--- src/pkg/tbt_defines.svh ---
`ifndef TBT_DEFINES_SVH
`define TBT_DEFINES_SVH

// ----------------------------------------------------------------
// information field sizes
// ----------------------------------------------------------------
`define TBT_IFS_DEFAULT 8'h20
`define TBT_IFSD_MAX 8'hfe
`define TBT_IFSD_BAD 8'hff

// ----------------------------------------------------------------
// block control byte codings and the node address
// ----------------------------------------------------------------
`define TBT_PCB_R_BASE 8'h80
`define TBT_R_ERR_EDC 4'h1
`define TBT_R_ERR_OTHER 4'h2
`define TBT_PCB_S_IFS_REQ 8'hc1
`define TBT_PCB_S_IFS_RSP 8'he1
`define TBT_PCB_S_WTX_REQ 8'hc3
`define TBT_PCB_S_WTX_RSP 8'he3
`define TBT_PCB_NS_BIT 6
`define TBT_PCB_MORE_BIT 5
`define TBT_NAD_ZERO 8'h00

// ----------------------------------------------------------------
// answer-to-reset interface characters
// ----------------------------------------------------------------
`define TBT_CWI_MAX 4'h5
`define TBT_TC_LRC 8'h00

// ----------------------------------------------------------------
// timing, in elementary time units, and the reset etu length in clocks
// ----------------------------------------------------------------
`define TBT_BGT_ETU 16'd22
`define TBT_ETU_CLKS_RST 16'd372
`define TBT_SEND_GAP_ETU 16'd12

`endif

--- src/pkg/tbt_pkg.sv ---
package tbt_pkg;
    // framer sequencing
    typedef enum logic [3:0] {
        TBT_IDLE, TBT_RX, TBT_DECIDE, TBT_GUARD, TBT_TX_NAD, TBT_TX_PCB,
        TBT_TX_LEN, TBT_TX_INF, TBT_TX_EDC
    } tbt_state_t;
    // kind of reply
    typedef enum logic [2:0] {
        TBT_REP_I, TBT_REP_R_EDC, TBT_REP_R_OTHER, TBT_REP_IFS, TBT_REP_WTX, TBT_REP_NONE
    } tbt_reply_t;
endpackage

--- src/hdl/tbt_framer.sv ---
`timescale 1ns/1ps
// Operation
// - accept blocks up to card receive limit
// - card receive limit defaults to 32
// - never send beyond terminal receive limit (a requested limit of 0 is accepted, yet blocks still carry 1 field byte)
// - terminal limit 32 at reset, adjustable
// - accept terminal limit request up to 254
// - reject 255 with R-block error 2
// - chain long responses in limited I-blocks
// - character waiting integer limited 0..5
// - gap between sent characters below CWT
// - reply after BGT, before BWT (a late core reply is still sent after BWT, with bwt_over set)
// - no reply window after WTX exchange
// - request WTX when processing runs long
// - LRC used, TC characters zero
// - accept command starting 22 etu later
// - bad EDC gives R-block error 1, but no reply if NAD or length is also bad and PCB nonzero
// - IFS response echoes requested size
// - only node address zero accepted
`include "tbt_defines.svh"
module tbt_framer
    import tbt_pkg::*;
(
    input wire logic core_clk,
    input wire logic reset,
    input wire logic [15:0] etu_clks, // card clocks per etu, from negotiated rate
    input wire logic [7:0] ifsc, // own receive limit announced in answer-to-reset
    input wire logic [3:0] cwi_cfg, // requested character waiting integer
    input wire logic [15:0] bwt_etu, // block waiting time in etu
    input wire logic rx_valid, // one received character
    input wire logic [7:0] rx_byte,
    output logic rx_block_done, // pulse: command block passed to the card core
    output logic [7:0] rx_inf_len,
    input wire logic rsp_valid, // response byte from the card core
    input wire logic [7:0] rsp_byte,
    input wire logic rsp_last,
    output logic rsp_ready, // combinational take of response byte
    input wire logic busy_long, // core needs more than the block waiting time
    output logic tx_valid, // character to the line transmitter
    output logic [7:0] tx_byte,
    input wire logic tx_ready,
    output logic [7:0] ifsd_o, // current terminal receive limit
    output logic [7:0] atr_tb3, // answer-to-reset interface characters
    output logic [7:0] atr_tc,
    output logic wtx_active, // window check suspended
    output logic bwt_over // reply window missed
);
    // ----------------------------------------------------------------
    // state
    // ----------------------------------------------------------------
    tbt_state_t st_q, st_d;
    tbt_reply_t rep_q, rep_d;
    logic [7:0] ifsd_q, ifsd_d; // terminal receive limit
    logic [7:0] pos_q, pos_d; // byte index inside block
    logic [7:0] pcb_q, pcb_d; // received control byte
    logic [7:0] len_q, len_d; // received field length
    logic [7:0] req_q, req_d; // first field byte (ifs request)
    logic [7:0] lrc_q, lrc_d; // running xor check
    logic bad_q, bad_d; // addressing or size fault
    logic ns_q, ns_d; // send sequence bit
    logic [15:0] clk_q, clk_d; // clocks inside one etu
    logic [15:0] etu_q, etu_d; // etu since last event
    logic wtx_q, wtx_d;
    logic over_q, over_d;
    logic [7:0] cnt_q, cnt_d; // field bytes sent in current block
    logic [7:0] inf_q, inf_d; // field length of current transmit block
    logic [7:0] txb_q, txb_d;
    logic txv_q, txv_d;
    logic done_q, done_d;
    logic [7:0] rxl_q, rxl_d;
    logic [7:0] hold_q, hold_d; // response byte held for chaining
    logic hold_v_q, hold_v_d;
    logic last_q, last_d;

    // clip the waiting integer to the legal range
    function automatic logic [3:0] cwi_clip(input logic [3:0] v);
        cwi_clip = (v > `TBT_CWI_MAX) ? `TBT_CWI_MAX : v;
    endfunction

    // character waiting time = 11 + 2^cwi etu
    logic [15:0] cwt_etu;
    assign cwt_etu = 16'd11 + (16'd1 << cwi_clip(cwi_cfg));
    assign atr_tb3 = {4'h4, cwi_clip(cwi_cfg)};
    assign atr_tc = `TBT_TC_LRC;
    assign ifsd_o = ifsd_q;
    assign tx_valid = txv_q;
    assign tx_byte = txb_q;
    assign wtx_active = wtx_q;
    assign bwt_over = over_q;
    assign rx_block_done = done_q;
    assign rx_inf_len = rxl_q;
    // the core is drained only while an I-block field byte is due
    assign rsp_ready = (st_q == TBT_GUARD) && (rep_q == TBT_REP_I) && !hold_v_q;

    // ----------------------------------------------------------------
    // next-state logic
    // ----------------------------------------------------------------
    always_comb begin
        logic etu_tick;
        etu_tick = 1'b0;
        st_d = st_q; rep_d = rep_q; ifsd_d = ifsd_q; pos_d = pos_q;
        pcb_d = pcb_q; len_d = len_q; req_d = req_q; lrc_d = lrc_q;
        bad_d = bad_q; ns_d = ns_q; wtx_d = wtx_q; over_d = over_q;
        cnt_d = cnt_q; inf_d = inf_q; txb_d = txb_q; txv_d = 1'b0;
        done_d = 1'b0; rxl_d = rxl_q; hold_d = hold_q; hold_v_d = hold_v_q;
        last_d = last_q;
        // etu prescaler from the card clock
        clk_d = clk_q + 16'd1;
        if (clk_q + 16'd1 >= etu_clks) begin
            clk_d = 16'd0;
            etu_tick = 1'b1;
        end
        etu_d = etu_tick ? etu_q + 16'd1 : etu_q;
        if (rsp_ready && rsp_valid) begin
            hold_d = rsp_byte;
            hold_v_d = 1'b1;
            last_d = rsp_last;
        end
        unique case (st_q)
            TBT_IDLE, TBT_RX: begin
                // a block may start at any gap, 22 etu after our last included
                if (rx_valid) begin
                    etu_d = 16'd0;
                    clk_d = 16'd0;
                    st_d = TBT_RX;
                    lrc_d = (pos_q == 8'd0) ? rx_byte : lrc_q ^ rx_byte;
                    pos_d = pos_q + 8'd1;
                    if (pos_q == 8'd0) begin
                        bad_d = (rx_byte != `TBT_NAD_ZERO);
                    end else if (pos_q == 8'd1) begin
                        pcb_d = rx_byte;
                    end else if (pos_q == 8'd2) begin
                        len_d = rx_byte;
                        if (rx_byte > ifsc) bad_d = 1'b1;
                    end else if (pos_q == 8'd3) begin
                        req_d = rx_byte;
                    end
                    // the length byte is registered by now, so no stale length is compared
                    if (pos_q >= 8'd3 && pos_q == len_q + 8'd3) begin
                        st_d = TBT_DECIDE;
                        pos_d = 8'd0;
                    end
                end
            end
            TBT_DECIDE: begin
                etu_d = 16'd0;
                st_d = TBT_GUARD;
                if (bad_q && pcb_q != 8'h00 && lrc_q != 8'h00) begin
                    rep_d = TBT_REP_NONE; // address or size fault, nonzero PCB and bad check byte: stay silent
                end else if (lrc_q != 8'h00) begin
                    rep_d = TBT_REP_R_EDC;
                end else if (bad_q) begin
                    rep_d = TBT_REP_NONE;
                end else if (pcb_q == `TBT_PCB_S_IFS_REQ) begin
                    if (req_q == `TBT_IFSD_BAD) begin
                        rep_d = TBT_REP_R_OTHER;
                    end else begin
                        ifsd_d = req_q;
                        rep_d = TBT_REP_IFS;
                    end
                end else if (pcb_q == `TBT_PCB_S_WTX_RSP) begin
                    wtx_d = 1'b1;
                    rep_d = TBT_REP_I;
                end else if (!pcb_q[7]) begin
                    done_d = 1'b1;
                    rxl_d = len_q;
                    rep_d = TBT_REP_I;
                end else begin
                    rep_d = TBT_REP_I; // R-block ack continues the chain
                end
                // only the fresh decision counts; the stored kind is the previous block's
                if (rep_d == TBT_REP_NONE) st_d = TBT_IDLE;
            end
            TBT_GUARD: begin
                if (etu_q > `TBT_BGT_ETU) begin
                    if (rep_q != TBT_REP_I || hold_v_q) begin
                        st_d = TBT_TX_NAD;
                    end else if (busy_long && !wtx_q) begin
                        rep_d = TBT_REP_WTX;
                        st_d = TBT_TX_NAD;
                    end
                end
                if (etu_q >= bwt_etu && !wtx_q && st_d == TBT_GUARD) begin
                    over_d = 1'b1;
                end
            end
            TBT_TX_NAD, TBT_TX_PCB, TBT_TX_LEN, TBT_TX_INF, TBT_TX_EDC: begin
                // the first character is timed by the guard window, where the etu count runs
                // from the received block; the waiting bound applies inside a block only
                if (etu_q >= `TBT_SEND_GAP_ETU && (st_q == TBT_TX_NAD || etu_q < cwt_etu)
                    && tx_ready) begin
                    etu_d = 16'd0;
                    txv_d = 1'b1;
                    unique case (st_q)
                        TBT_TX_NAD: begin
                            txb_d = `TBT_NAD_ZERO;
                            lrc_d = `TBT_NAD_ZERO;
                            st_d = TBT_TX_PCB;
                            cnt_d = 8'd0;
                            inf_d = (rep_q == TBT_REP_IFS || rep_q == TBT_REP_WTX) ? 8'd1 : 8'd0;
                        end
                        TBT_TX_PCB: begin
                            unique case (rep_q)
                                TBT_REP_R_EDC: txb_d = `TBT_PCB_R_BASE | {4'h0, `TBT_R_ERR_EDC};
                                TBT_REP_R_OTHER: txb_d = `TBT_PCB_R_BASE | {4'h0, `TBT_R_ERR_OTHER};
                                TBT_REP_IFS: txb_d = `TBT_PCB_S_IFS_RSP;
                                TBT_REP_WTX: txb_d = `TBT_PCB_S_WTX_REQ;
                                default: txb_d = {1'b0, ns_q, !last_q, 5'h00};
                            endcase
                            lrc_d = lrc_q ^ txb_d;
                            st_d = TBT_TX_LEN;
                        end
                        TBT_TX_LEN: begin
                            // I-block length is counted as sent; only one byte known up front,
                            // so I-blocks here carry a single field byte each and chain
                            txb_d = (rep_q == TBT_REP_I) ? 8'd1 : inf_q;
                            inf_d = txb_d;
                            lrc_d = lrc_q ^ txb_d;
                            st_d = (txb_d == 8'd0) ? TBT_TX_EDC : TBT_TX_INF;
                        end
                        TBT_TX_INF: begin
                            txb_d = (rep_q == TBT_REP_IFS) ? ifsd_q :
                                    (rep_q == TBT_REP_WTX) ? 8'h01 : hold_q;
                            hold_v_d = 1'b0;
                            lrc_d = lrc_q ^ txb_d;
                            cnt_d = cnt_q + 8'd1;
                            if (cnt_q + 8'd1 >= inf_q) st_d = TBT_TX_EDC;
                        end
                        default: begin
                            txb_d = lrc_q;
                            if (rep_q == TBT_REP_I) begin
                                ns_d = !ns_q;
                                wtx_d = 1'b0;
                            end
                            st_d = TBT_IDLE;
                        end
                    endcase
                end
            end
            default: st_d = TBT_IDLE;
        endcase
    end

    // ----------------------------------------------------------------
    // registers
    // ----------------------------------------------------------------
    always_ff @(posedge core_clk) begin
        if (reset) begin
            st_q <= TBT_IDLE; rep_q <= TBT_REP_NONE;
            ifsd_q <= `TBT_IFS_DEFAULT;
            pos_q <= 8'h00; pcb_q <= 8'h00; len_q <= 8'h00; req_q <= 8'h00;
            lrc_q <= 8'h00; bad_q <= 1'b0; ns_q <= 1'b0;
            clk_q <= 16'h0000; etu_q <= 16'h0000; wtx_q <= 1'b0; over_q <= 1'b0;
            cnt_q <= 8'h00; inf_q <= 8'h00; txb_q <= 8'h00; txv_q <= 1'b0;
            done_q <= 1'b0; rxl_q <= 8'h00; hold_q <= 8'h00; hold_v_q <= 1'b0;
            last_q <= 1'b1;
        end else begin
            st_q <= st_d; rep_q <= rep_d; ifsd_q <= ifsd_d;
            pos_q <= pos_d; pcb_q <= pcb_d; len_q <= len_d; req_q <= req_d;
            lrc_q <= lrc_d; bad_q <= bad_d; ns_q <= ns_d;
            clk_q <= clk_d; etu_q <= etu_d; wtx_q <= wtx_d; over_q <= over_d;
            cnt_q <= cnt_d; inf_q <= inf_d; txb_q <= txb_d; txv_q <= txv_d;
            done_q <= done_d; rxl_q <= rxl_d; hold_q <= hold_d; hold_v_q <= hold_v_d;
            last_q <= last_d;
        end
    end
endmodule

--- config.mk ---
export PLATFORM = sky130hd
export DESIGN_NAME = tbt_framer
export DESIGN_NICKNAME = d
export VERILOG_FILES = /design/src/pkg/tbt_pkg.sv /design/src/hdl/tbt_framer.sv
export VERILOG_INCLUDE_DIRS = /design/src /design/src/pkg
export SDC_FILE = /design/constraint.sdc
export NUM_CORES = 1
export LEC_CHECK = 0
export BUFFER_PORTS_ARGS = -buffer_cell sky130_fd_sc_hd__buf_2
export CELL_PAD_IN_SITES_DETAIL_PLACEMENT = 1
export CELL_PAD_IN_SITES_GLOBAL_PLACEMENT = 2
export CORE_MARGIN = 10
export CORE_UTILIZATION = 35
export CTS_CLUSTER_SIZE = 25
export DETAILED_ROUTE_END_ITERATION = 12
export PLACE_DENSITY = 0.79
export SLEW_MARGIN = 15
export SYNTH_ARGS = -nofsm -noshare
export SYNTH_HDL_FRONTEND = slang
export SYNTH_SLANG_ARGS = --single-unit
--- constraint.sdc ---
create_clock -name core_clk -period 3.96 [get_ports core_clk]
set_clock_uncertainty 0.1 [all_clocks]
set_input_delay 0.594 -clock core_clk [delete_from_list [all_inputs] [get_ports core_clk]]
set_output_delay 0.594 -clock core_clk [all_outputs]
set_load 0.05 [all_outputs]
==> results of run 1 <==
Yosys cell counts (all sizes together) (12+ instances only):
| cell type | n | area share, % |
|---|---|---|
| xor2 | 40 | 4.1 |
| nor4 | 14 | 1.2 |
| inv | 66 | 2.9 |
| o21ai | 51 | 3.2 |
| nand2 | 88 | 3.9 |
| buf | 29 | 2.2 |
| and3 | 12 | 0.89 |
| nand4 | 26 | 2.0 |
| mux2i | 38 | 4.5 |
| xnor2 | 21 | 2.2 |
| dfxtp | 135 | 32 |
| nor3 | 29 | 1.9 |
| clkbuf | 28 | 1.2 |
| a21o | 13 | 1.2 |
| nor2b | 27 | 2.0 |
| nor2 | 113 | 5.2 |
| a21oi | 59 | 3.5 |
| nand3 | 39 | 2.4 |
| ha | 72 | 11 |
worst max-delay path: cells and delay by family (launching register included):
kind                     cells  cell delay, ns
AND/OR/NAND/NOR              9            1.75
buffers and inverters        2            0.29
AO/OA/AOI/OAI                1            0.18
adder cells (fa/ha/maj)      1            0.34
flip-flops                   1            0.39
XOR/XNOR                     2            0.30
metal layers:
layer	vias up	GRT usage, %	part of all wire (%)
met3	21	2.788	2.3
met4	0	4.769	1.5
li1	3793	-	-
met1	3668	22.03	50
met5	-	0	0
met2	84	26.93	47
area by class of cell:
class / count / area (sq um) / share of cell area, %
Clock buffer: 20 / 466.7 / 4.719
Timing Repair Buffer: 109 / 573.1 / 5.795
Multi-Input combinational cell: 792 / 5305 / 53.64
Inverter: 66 / 247.7 / 2.505
Sequential cell: 135 / 2703 / 27.33
Clock inverter: 11 / 195.2 / 1.974
Tap cell: 319 / 399.1 / 4.036
power groups by stage:
stage	Sequential (mW)	Combinational [mW]	Clock (mW)
6_report	1.41	0.349	1.81
5_1_grt	1.41	0.391	1.90
4_1_cts	1.41	0.351	1.83
3_5_place_dp	1.44	0.349	0
3_3_place_gp	1.44	0.343	0
2_1_floorplan	1.42	0.257	0
timing repair:
action	in CTS	in global routing
hold buffers	0	0
resized for setup	0	2
endpoints found under the hold margin	0	0
setup endpoints to repair	0	22
per-stage QoR:
step / worst slack [ns] / hold slack (ns) / total power, mW
2_1_floorplan: 0.2363 / 0.3412 / 1.678
3_3_place_gp: 0.3038 / 0.3555 / 1.780
3_5_place_dp: 0.2742 / 0.3632 / 1.788
4_1_cts: 0.2235 / 0.3086 / 3.594
5_1_grt: 0.02832 / 0.3198 / 3.703
6_report: 0.4733 / 0.3203 / 3.563
state kept, by name, indices dropped and copies added, names as in the netlist, 8 cells and up:
| register | count |
|---|---|
| rx_inf_len | 8 |
| req_q | 8 |
| inf_q | 8 |
| ifsd_o | 8 |
| cnt_q | 8 |
| lrc_q | 8 |
| pcb_q | 8 |
| clk_q | 16 |
| len_q | 8 |
| pos_q | 8 |
| hold_q | 8 |
| tx_byte | 8 |
| etu_q | 16 |
cells by family (layout without fill, tap and decap cells):
family / after synthesis / in the layout
muxes: 38 / 38
buffers and inverters: 123 / 206
xor gates and xnor gates: 61 / 61
AOI/OAI and AO/OA: 211 / 211
DFF: 135 / 135
adders and majority gates: 72 / 72
and+or+nand+nor: 387 / 387
other: 2 / 23
worst min-delay path by stage:
stage | from | end | cells after the start
after floorplan | last_q | last_q | 2
after global placement | hold_q[7] | hold_q[7] | 2
after detailed placement | hold_q[7] | hold_q[7] | 2
after CTS | rsp_last | last_q | 3
after global routing | rsp_byte[4] | hold_q[4] | 3
final | rsp_last | last_q | 3
==> impl_metrics.yaml, run 1 <==
outcome:
  outcome: "finished clean"
layout:
  finalInstanceArea_sq_um: 9889
  fillCellCount: 2885
  fin_cells: 1452
  area_delta_synth_final_pct: 16.92
  final_cell_mix: "dfxtp_1, nor2_1, buf_2"
  insertedDiodeCount: 0
  final_common_cell: "dfxtp_1"
  fin_nets: 1260
  drive_gt1_share_pct: 14.83
  post-route-util_pct: 41.88
setup_path:
  arrival_ns: 3.68
  reg2reg_slack_ns: 0.47
  crit_chain: "nand3_1, nor2_1, and4_1, nand3_1, nor3_1, xor2_1, ha_1, nand4_1, nor4_2, inv_1, o21ai_1, buf_4, nand4_1, xor2_1, nor2_1"
  crit_start: "clk_q[2]"
  max_stage_delay_ns: 0.40
  required_ns: 4.15
  start_kind: "flop"
  cp_max_fo: 10
  crit_type: "reg -> reg"
  r2r_end: "etu_q[14]"
  crit_slowest_cell: "nor4_2"
  r2r_start: "clk_q[2]"
  worstRegToRegCells: 15
  cp-end-kind: "flop"
  crit_end: "etu_q[14]"
clock_tree:
  htreeDepth: 4
  insertion_delay_ns: 0.43
  cts_root_buffer: "clkbuf_16"
  clk_path_buf_depth: 2
  cts_tree: "yes"
  clk_pin_slew_ns: 0.06
  cts_num_sinks: 135
  postCtsSetupBuffers: 0
  numCtsBuffers: 17
job:
  cap_violations: 0
routing:
  num_vias: 7566
  drtAntennaViolNets: 0
  drc: 0
  wl_per_cell_um: 17.55
  drt-total-wl_um: 25480
  drt_iter0_markers: 375
  dr.pass1.iters: 4
  vias_per_cell: 5.211
sta:
  tns_ns: 0
  rsz0062_at_grt: "no"
  slew-limit-headroom_pct: 45.02
  worstMarginPinSlew_ns: 0.8237
  drv_slew: 0
  final_hold_viol_count: 0
  setup_viol: 0
  period_minus_slack_ns: 3.487
  fmax_ghz: 0.2868
  min_period_over_period_pct: 88.05
floorplan:
  fp-row-count: 56
  start_util_pct: 35.82
  coreArea_sq_um: 23610
  fp.dieW_um: 175.5
  dieArea_sq_um: 30780
  die_h_um: 175.5
  io_pins: 112
yosys:
  avgSynthCellArea_sq_um: 8.220
  ys_seq_elements: 135
  ys_seq_area_share_pct: 31.95
  synth-compound-area-share_pct: 17.19
  synth_async_sr_flop_share_pct: 0
  netlist_area_sq_um: 8458
  synth-adder-area-share_pct: 10.65
  synth_cells: 1029
  synth_xor_area_share_pct: 6.317
  synth_enable_flop_cells: 0
  synth_top_flop_cell: "dfxtp_1"
  synth.area.mux_share_pct: 4.497
  synth.distinct_cells: 82
  synthSimpleGateAreaFrac_pct: 22.88
  synth_top_family_by_area: "simple AND/OR/NAND/NOR gates"
  synth_warnings: 0
power:
  p_sw_uw: 900.0
  peakVddDrop_mv: 0.1810
  p_int_mw: 2.663
  pwr-share-clk_pct: 50.7
  seqPwrFrac_pct: 39.5
  powerDensity_nw_per_um2: 360.3
  combPwrFrac_pct: 9.8
  swShare_pct: 25.26
  leakage_nw: 4.352
grt:
  grt_max_degree: 65
  antenna_found_initial: 0
  grt_pass1_wl_um: 42050
  grt_pass1_vias: 7930
  grt_overflow: 0
  gr-usage-all-layers_pct: 16.56
placed_design:
  place_inst: 1421
  portBuffers: 98
  placedInstanceArea_sq_um: 9216
  gp_routability_congestion: 0.8250
  dp_hpwl_um: 19530
min_path:
  hp-class: "in -> reg"
Power figures use the tool's default switching activity.
==> inputs of run 2 (changes only) <==
--- a/config.mk
+++ b/config.mk
@@ -9,11 +9,13 @@
 export BUFFER_PORTS_ARGS = -buffer_cell sky130_fd_sc_hd__buf_2
 export CELL_PAD_IN_SITES_DETAIL_PLACEMENT = 1
 export CELL_PAD_IN_SITES_GLOBAL_PLACEMENT = 2
+export CORE_ASPECT_RATIO = 0.6
 export CORE_MARGIN = 10
 export CORE_UTILIZATION = 35
 export CTS_CLUSTER_SIZE = 25
 export DETAILED_ROUTE_END_ITERATION = 12
 export PLACE_DENSITY = 0.79
+export RECOVER_POWER = 100
 export SLEW_MARGIN = 15
 export SYNTH_ARGS = -nofsm -noshare
 export SYNTH_HDL_FRONTEND = slang
==> impl_metrics.yaml, run 2 (synthesis gave the netlist of run 1 again) <==
routing:
  vias_per_cell: 5.309
  dr.pass1.iters: 5
  drtAntennaViolNets: 0
  num_vias: 7677
  wl_per_cell_um: 19.02
  drc: 0
  drt_iter0_markers: 554
  drt-total-wl_um: 27510
grt:
  grt_overflow: 0
  gr-usage-all-layers_pct: 17.93
  grt_pass1_wl_um: 44510
  grt_pass1_vias: 7903
  antenna_found_initial: 0
  grt_max_degree: 65
power:
  powerDensity_nw_per_um2: 357.9
  fin_total_pwr_mw: 3.481
  leakage_nw: 4.178
  peakVddDrop_mv: 0.3020
layout:
  finalInstanceArea_sq_um: 9726
  area_delta_synth_final_pct: 14.99
  regArea_sq_um: 2703
  top_regs: "clk_q (16), etu_q (16)"
  multi_input_area_sq_um: 5250
  final_common_cell: "dfxtp_1"
  drive_gt1_share_pct: 10.79
  insertedDiodeCount: 0
  fin_nets: 1258
  final_cell_mix: "dfxtp_1, nor2_1, nand2_1"
  fillCellCount: 2868
setup_path:
  arrival_ns: 2.86
  reg2reg_slack_ns: 0.46
  required_ns: 3.27
  crit_type: "reg -> out"
  r2r_end: "etu_q[15]"
  r2r_start: "clk_q[2]"
  cp-end-kind: "output pin"
  worstRegToRegCells: 15
  start_kind: "flop"
  cp_max_fo: 12
sta:
  final_hold_viol_count: 0
  rsz0062_at_grt: "no"
  setup_viol: 0
  period_minus_slack_ns: 3.557
  fmax_ghz: 0.2812
  min_period_over_period_pct: 89.81
  worstMarginPinSlew_ns: 1.439
  drv_slew: 0
  slew-limit-headroom_pct: 4.039
  tns_ns: 0
  fin_hold_ws_ns: 0.3247
placed_design:
  placedInstanceArea_sq_um: 9196
  portBuffers: 98
  dp_hpwl_um: 21420
  gp_routability_congestion: 0.8795
clock_tree:
  cts_hold_buffers: 0
  cts_resized: 0
  insertion_delay_ns: 0.43
  cts_num_sinks: 135
  cts_root_buffer: "clkbuf_16"
  postCtsSetupBuffers: 0
  cts_tree: "yes"
  numCtsBuffers: 17
  clk_pin_slew_ns: 0.06
  htreeDepth: 4
  clk_path_buf_depth: 2
min_path:
  holdPathStages: 3
  hp-class: "in -> reg"
  min_to: "hold_q[0]"
  worstHoldStart: "rsp_byte[0]"
floorplan:
  coreArea_sq_um: 23460
  fp.dieW_um: 220.7
  io_pins: 112
  die_h_um: 140.4
  start_util_pct: 36.06
  dieArea_sq_um: 30990
  fp-row-count: 43
outcome:
  outcome: "finished clean"
job:
  cap_violations: 0
-- run 2: cell count changes in the layout (fill, tap and decap cells not counted), sizes merged --
cell	previous run	this run
clkbuf	20	55
inv	67	68
bufinv	5	4
buf	109	69
clkinv	2	7
clkinvlp	3	1
-- run 2: power by group --
part | switching (mW) | total (mW) | internal (mW)
Clock | 0.659 | 1.72 | 1.06
Sequential | 0.0398 | 1.42 | 1.38
Combinational | 0.232 | 0.348 | 0.115
Total | 0.931 | 3.48 | 2.55
-- run 2: worst max-delay path by stage --
stage	startpoint	slack, ns	endpoint
CTS	clk_q[2]	0.51	clk_q[8]
global placement	cwi_cfg[1]	0.44	cnt_q[3]
floorplan	cwi_cfg[2]	0.24	cnt_q[5]
global route	clk_q[2]	0.08	etu_q[15]
finish	st_q[1]	0.40	rsp_ready
detailed placement	cwi_cfg[1]	0.31	cnt_q[3]
-- run 2: through the flow --
stage	setup WS [ns]	std cells	util (%)
6_report	0.4035	1446	41.46
3_5_place_dp	0.3098	1415	39.20
2_1_floorplan	0.2363	1050	-
3_3_place_gp	0.4448	1415	39.20
5_1_grt	0.08261	1446	41.46
4_1_cts	0.5132	1446	41.88
-- run 2: area by class of cell --
class | instances | area share, %
Multi-Input combinational cell | 792 | 53.98
Timing Repair Buffer | 107 | 5.185
Inverter | 66 | 2.547
Tap cell | 315 | 4.052
Clock inverter | 14 | 2.071
Sequential cell | 135 | 27.79
Clock buffer | 17 | 4.374
-- run 2: routing by layer --
layer	GRT usage (%)	part of all wire, %
met1	27.85	55
met2	23.67	38
met3	4.538	5.4
met4	3.351	0.88
met5	0	0
-- run 2: critical path, cell delays in order, from the launching register on --
cell and delay (ns):
dfxtp_1 0.59, nand2b_1 0.15, nor2_1 0.20, nand2_1 0.19
nor3_1 0.27, clkbuf_1 0.49, clkbuf_1 0.54
==> inputs of run 3 (changes only) <==
--- a/config.mk
+++ b/config.mk
@@ -7,9 +7,10 @@
 export NUM_CORES = 1
 export LEC_CHECK = 0
 export BUFFER_PORTS_ARGS = -buffer_cell sky130_fd_sc_hd__buf_2
+export CAP_MARGIN = 30
 export CELL_PAD_IN_SITES_DETAIL_PLACEMENT = 1
 export CELL_PAD_IN_SITES_GLOBAL_PLACEMENT = 2
-export CORE_ASPECT_RATIO = 0.6
+export CORE_ASPECT_RATIO = 0.75
 export CORE_MARGIN = 10
 export CORE_UTILIZATION = 35
 export CTS_CLUSTER_SIZE = 25
==> impl_metrics.yaml, run 3 (synthesis gave the netlist of run 1 again) <==
sta:
  tns_ns: 0
  period_minus_slack_ns: 3.597
  worstMarginPinSlew_ns: 1.005
  min_period_over_period_pct: 90.84
  rsz0062_at_grt: "no"
  slew-limit-headroom_pct: 32.75
  drv_slew: 0
  setup_viol: 0
  final_hold_viol_count: 0
  fmax_ghz: 0.2780
power:
  p_sw_uw: 912.3
  combPwrFrac_pct: 10.0
  pwr-share-clk_pct: 49.1
  leakage_nw: 4.163
  peakVddDrop_mv: 0.3006
  seqPwrFrac_pct: 40.9
  powerDensity_nw_per_um2: 355.3
  p_int_mw: 2.537
  swShare_pct: 26.45
  fin_total_pwr_mw: 3.449
grt:
  grt_pass1_wl_um: 42720
  gr-usage-all-layers_pct: 17.30
  antenna_found_initial: 0
  grt_overflow: 0
  grt_max_degree: 60
  grt_pass1_vias: 7669
routing:
  drt_iter0_markers: 390
  dr.pass1.iters: 4
  vias_per_cell: 5.356
  drtAntennaViolNets: 0
  drc: 0
  num_vias: 7707
  drt-total-wl_um: 26720
  wl_per_cell_um: 18.57
clock_tree:
  clk_pin_slew_ns: 0.06
  cts_tree: "yes"
  postCtsSetupBuffers: 0
  numCtsBuffers: 17
  cts_num_sinks: 135
  clk_path_buf_depth: 2
  cts_root_buffer: "clkbuf_16"
  htreeDepth: 4
  insertion_delay_ns: 0.43
placed_design:
  gp_routability_congestion: 0.8378
  dp_hpwl_um: 20310
  portBuffers: 98
layout:
  top_regs: "clk_q (16), etu_q (16)"
  final_common_cell: "dfxtp_1"
  fin_nets: 1259
  drive_gt1_share_pct: 10.50
  fillCellCount: 2891
  area_delta_synth_final_pct: 14.78
  final_cell_mix: "dfxtp_1, nor2_1, nand2_1"
  insertedDiodeCount: 0
floorplan:
  coreArea_sq_um: 23850
  io_pins: 112
  start_util_pct: 35.47
  dieArea_sq_um: 30850
  fp-row-count: 49
  fp.dieW_um: 199.5
  die_h_um: 154.6
setup_path:
  cp-end-kind: "flop"
  crit_start: "cwi_cfg[2]"
  r2r_start: "clk_q[2]"
  required_ns: 4.23
  cp_top_family: "simple AND/OR/NAND/NOR gates"
  reg2reg_slack_ns: 0.47
  arrival_ns: 3.87
  start_kind: "primary input"
  crit_type: "in -> reg"
  max_stage_delay_ns: 0.39
  cp.buffers_inverters: 2
  cp_max_fo: 8
  crit_chain: "clkbuf_1, or2_2, nor2_1, and2_0, or2_2, nand2_1, ha_1, a21o_1, a221oi_1, o2bb2ai_1, nor2_1, o21ai_1, nor4_4, clkbuf_1, o221a_1"
  crit_slowest_cell: "a221oi_1"
min_path:
  hp-class: "in -> reg"
  worstHoldStart: "rsp_byte[4]"
job:
  cap_violations: 0
outcome:
  outcome: "finished clean"
## run 3: through the flow
| step | instances | hold slack [ns] | area, sq um | utilization, % | worst slack [ns] |
|---|---|---|---|---|---|
| 2_1_floorplan | 1050 | 0.3412 | 8539 | - | 0.2363 |
| 3_3_place_gp | 1407 | 0.3450 | 9193 | 38.54 | 0.3096 |
| 3_5_place_dp | 1407 | 0.3495 | 9193 | 38.54 | 0.2002 |
| 4_1_cts | 1439 | 0.3069 | 9809 | 41.13 | 0.3083 |
| 5_1_grt | 1439 | 0.3239 | 9708 | 40.71 | 0.04793 |
| 6_report | 1439 | 0.3213 | 9708 | 40.71 | 0.3628 |
## run 3: metal layers
metal | vias up | routed length [um] | track usage (%)
met5 | - | 0 | 0
met4 | 0 | 231 | 4.029
met2 | 109 | 11690 | 26.04
li1 | 3792 | - | -
met1 | 3787 | 13790 | 24.64
met3 | 19 | 1011 | 3.448
## run 3: final cells by class
type / count / area (sq um) / area share (%)
timing repair buffer: 108 / 511.7 / 5.271
tap: 306 / 382.9 / 3.944
clock inverter: 10 / 142.6 / 1.469
sequential: 135 / 2703 / 27.84
multi-input combinational: 792 / 5246 / 54.04
clock buffer: 22 / 474.2 / 4.885
inverter: 66 / 247.7 / 2.552
## run 3: power by group through the flow
stage	registers (mW)	clock network, mW	logic (mW)
finish	1.41	1.69	0.344
global route	1.41	1.79	0.386
CTS	1.41	1.73	0.350
detailed placement	1.44	0	0.345
global placement	1.44	0	0.338
floorplan	1.42	0	0.257
## run 3: worst paths after layout
path / cells after the start / to
min: 3 / hold_q[4]
min reg2reg: 2 / tx_byte[2]
max reg2reg: 15 / etu_q[12]
max: 15 / inf_q[0]
## run 3: repair_timing
item                                    4_1_cts  5_1_grt
resized for setup                             0        2
endpoints found under the setup margin        0       16
hold buffers                                  0        0
## run 3: worst register-to-register path, cell delays in order (launching register included)
cell     delay [ns]
dfxtp_1        0.38
nand3_1        0.11
nor2_1         0.20
and4_1         0.30
nand3_1        0.16
nor3_1         0.25
xor2_1         0.12
ha_1           0.33
nand4_1        0.16
nor4_2         0.40
inv_1          0.07
o21ai_1        0.21
buf_4          0.23
nand4_1        0.13
xor2_1         0.16
nor2_1         0.06
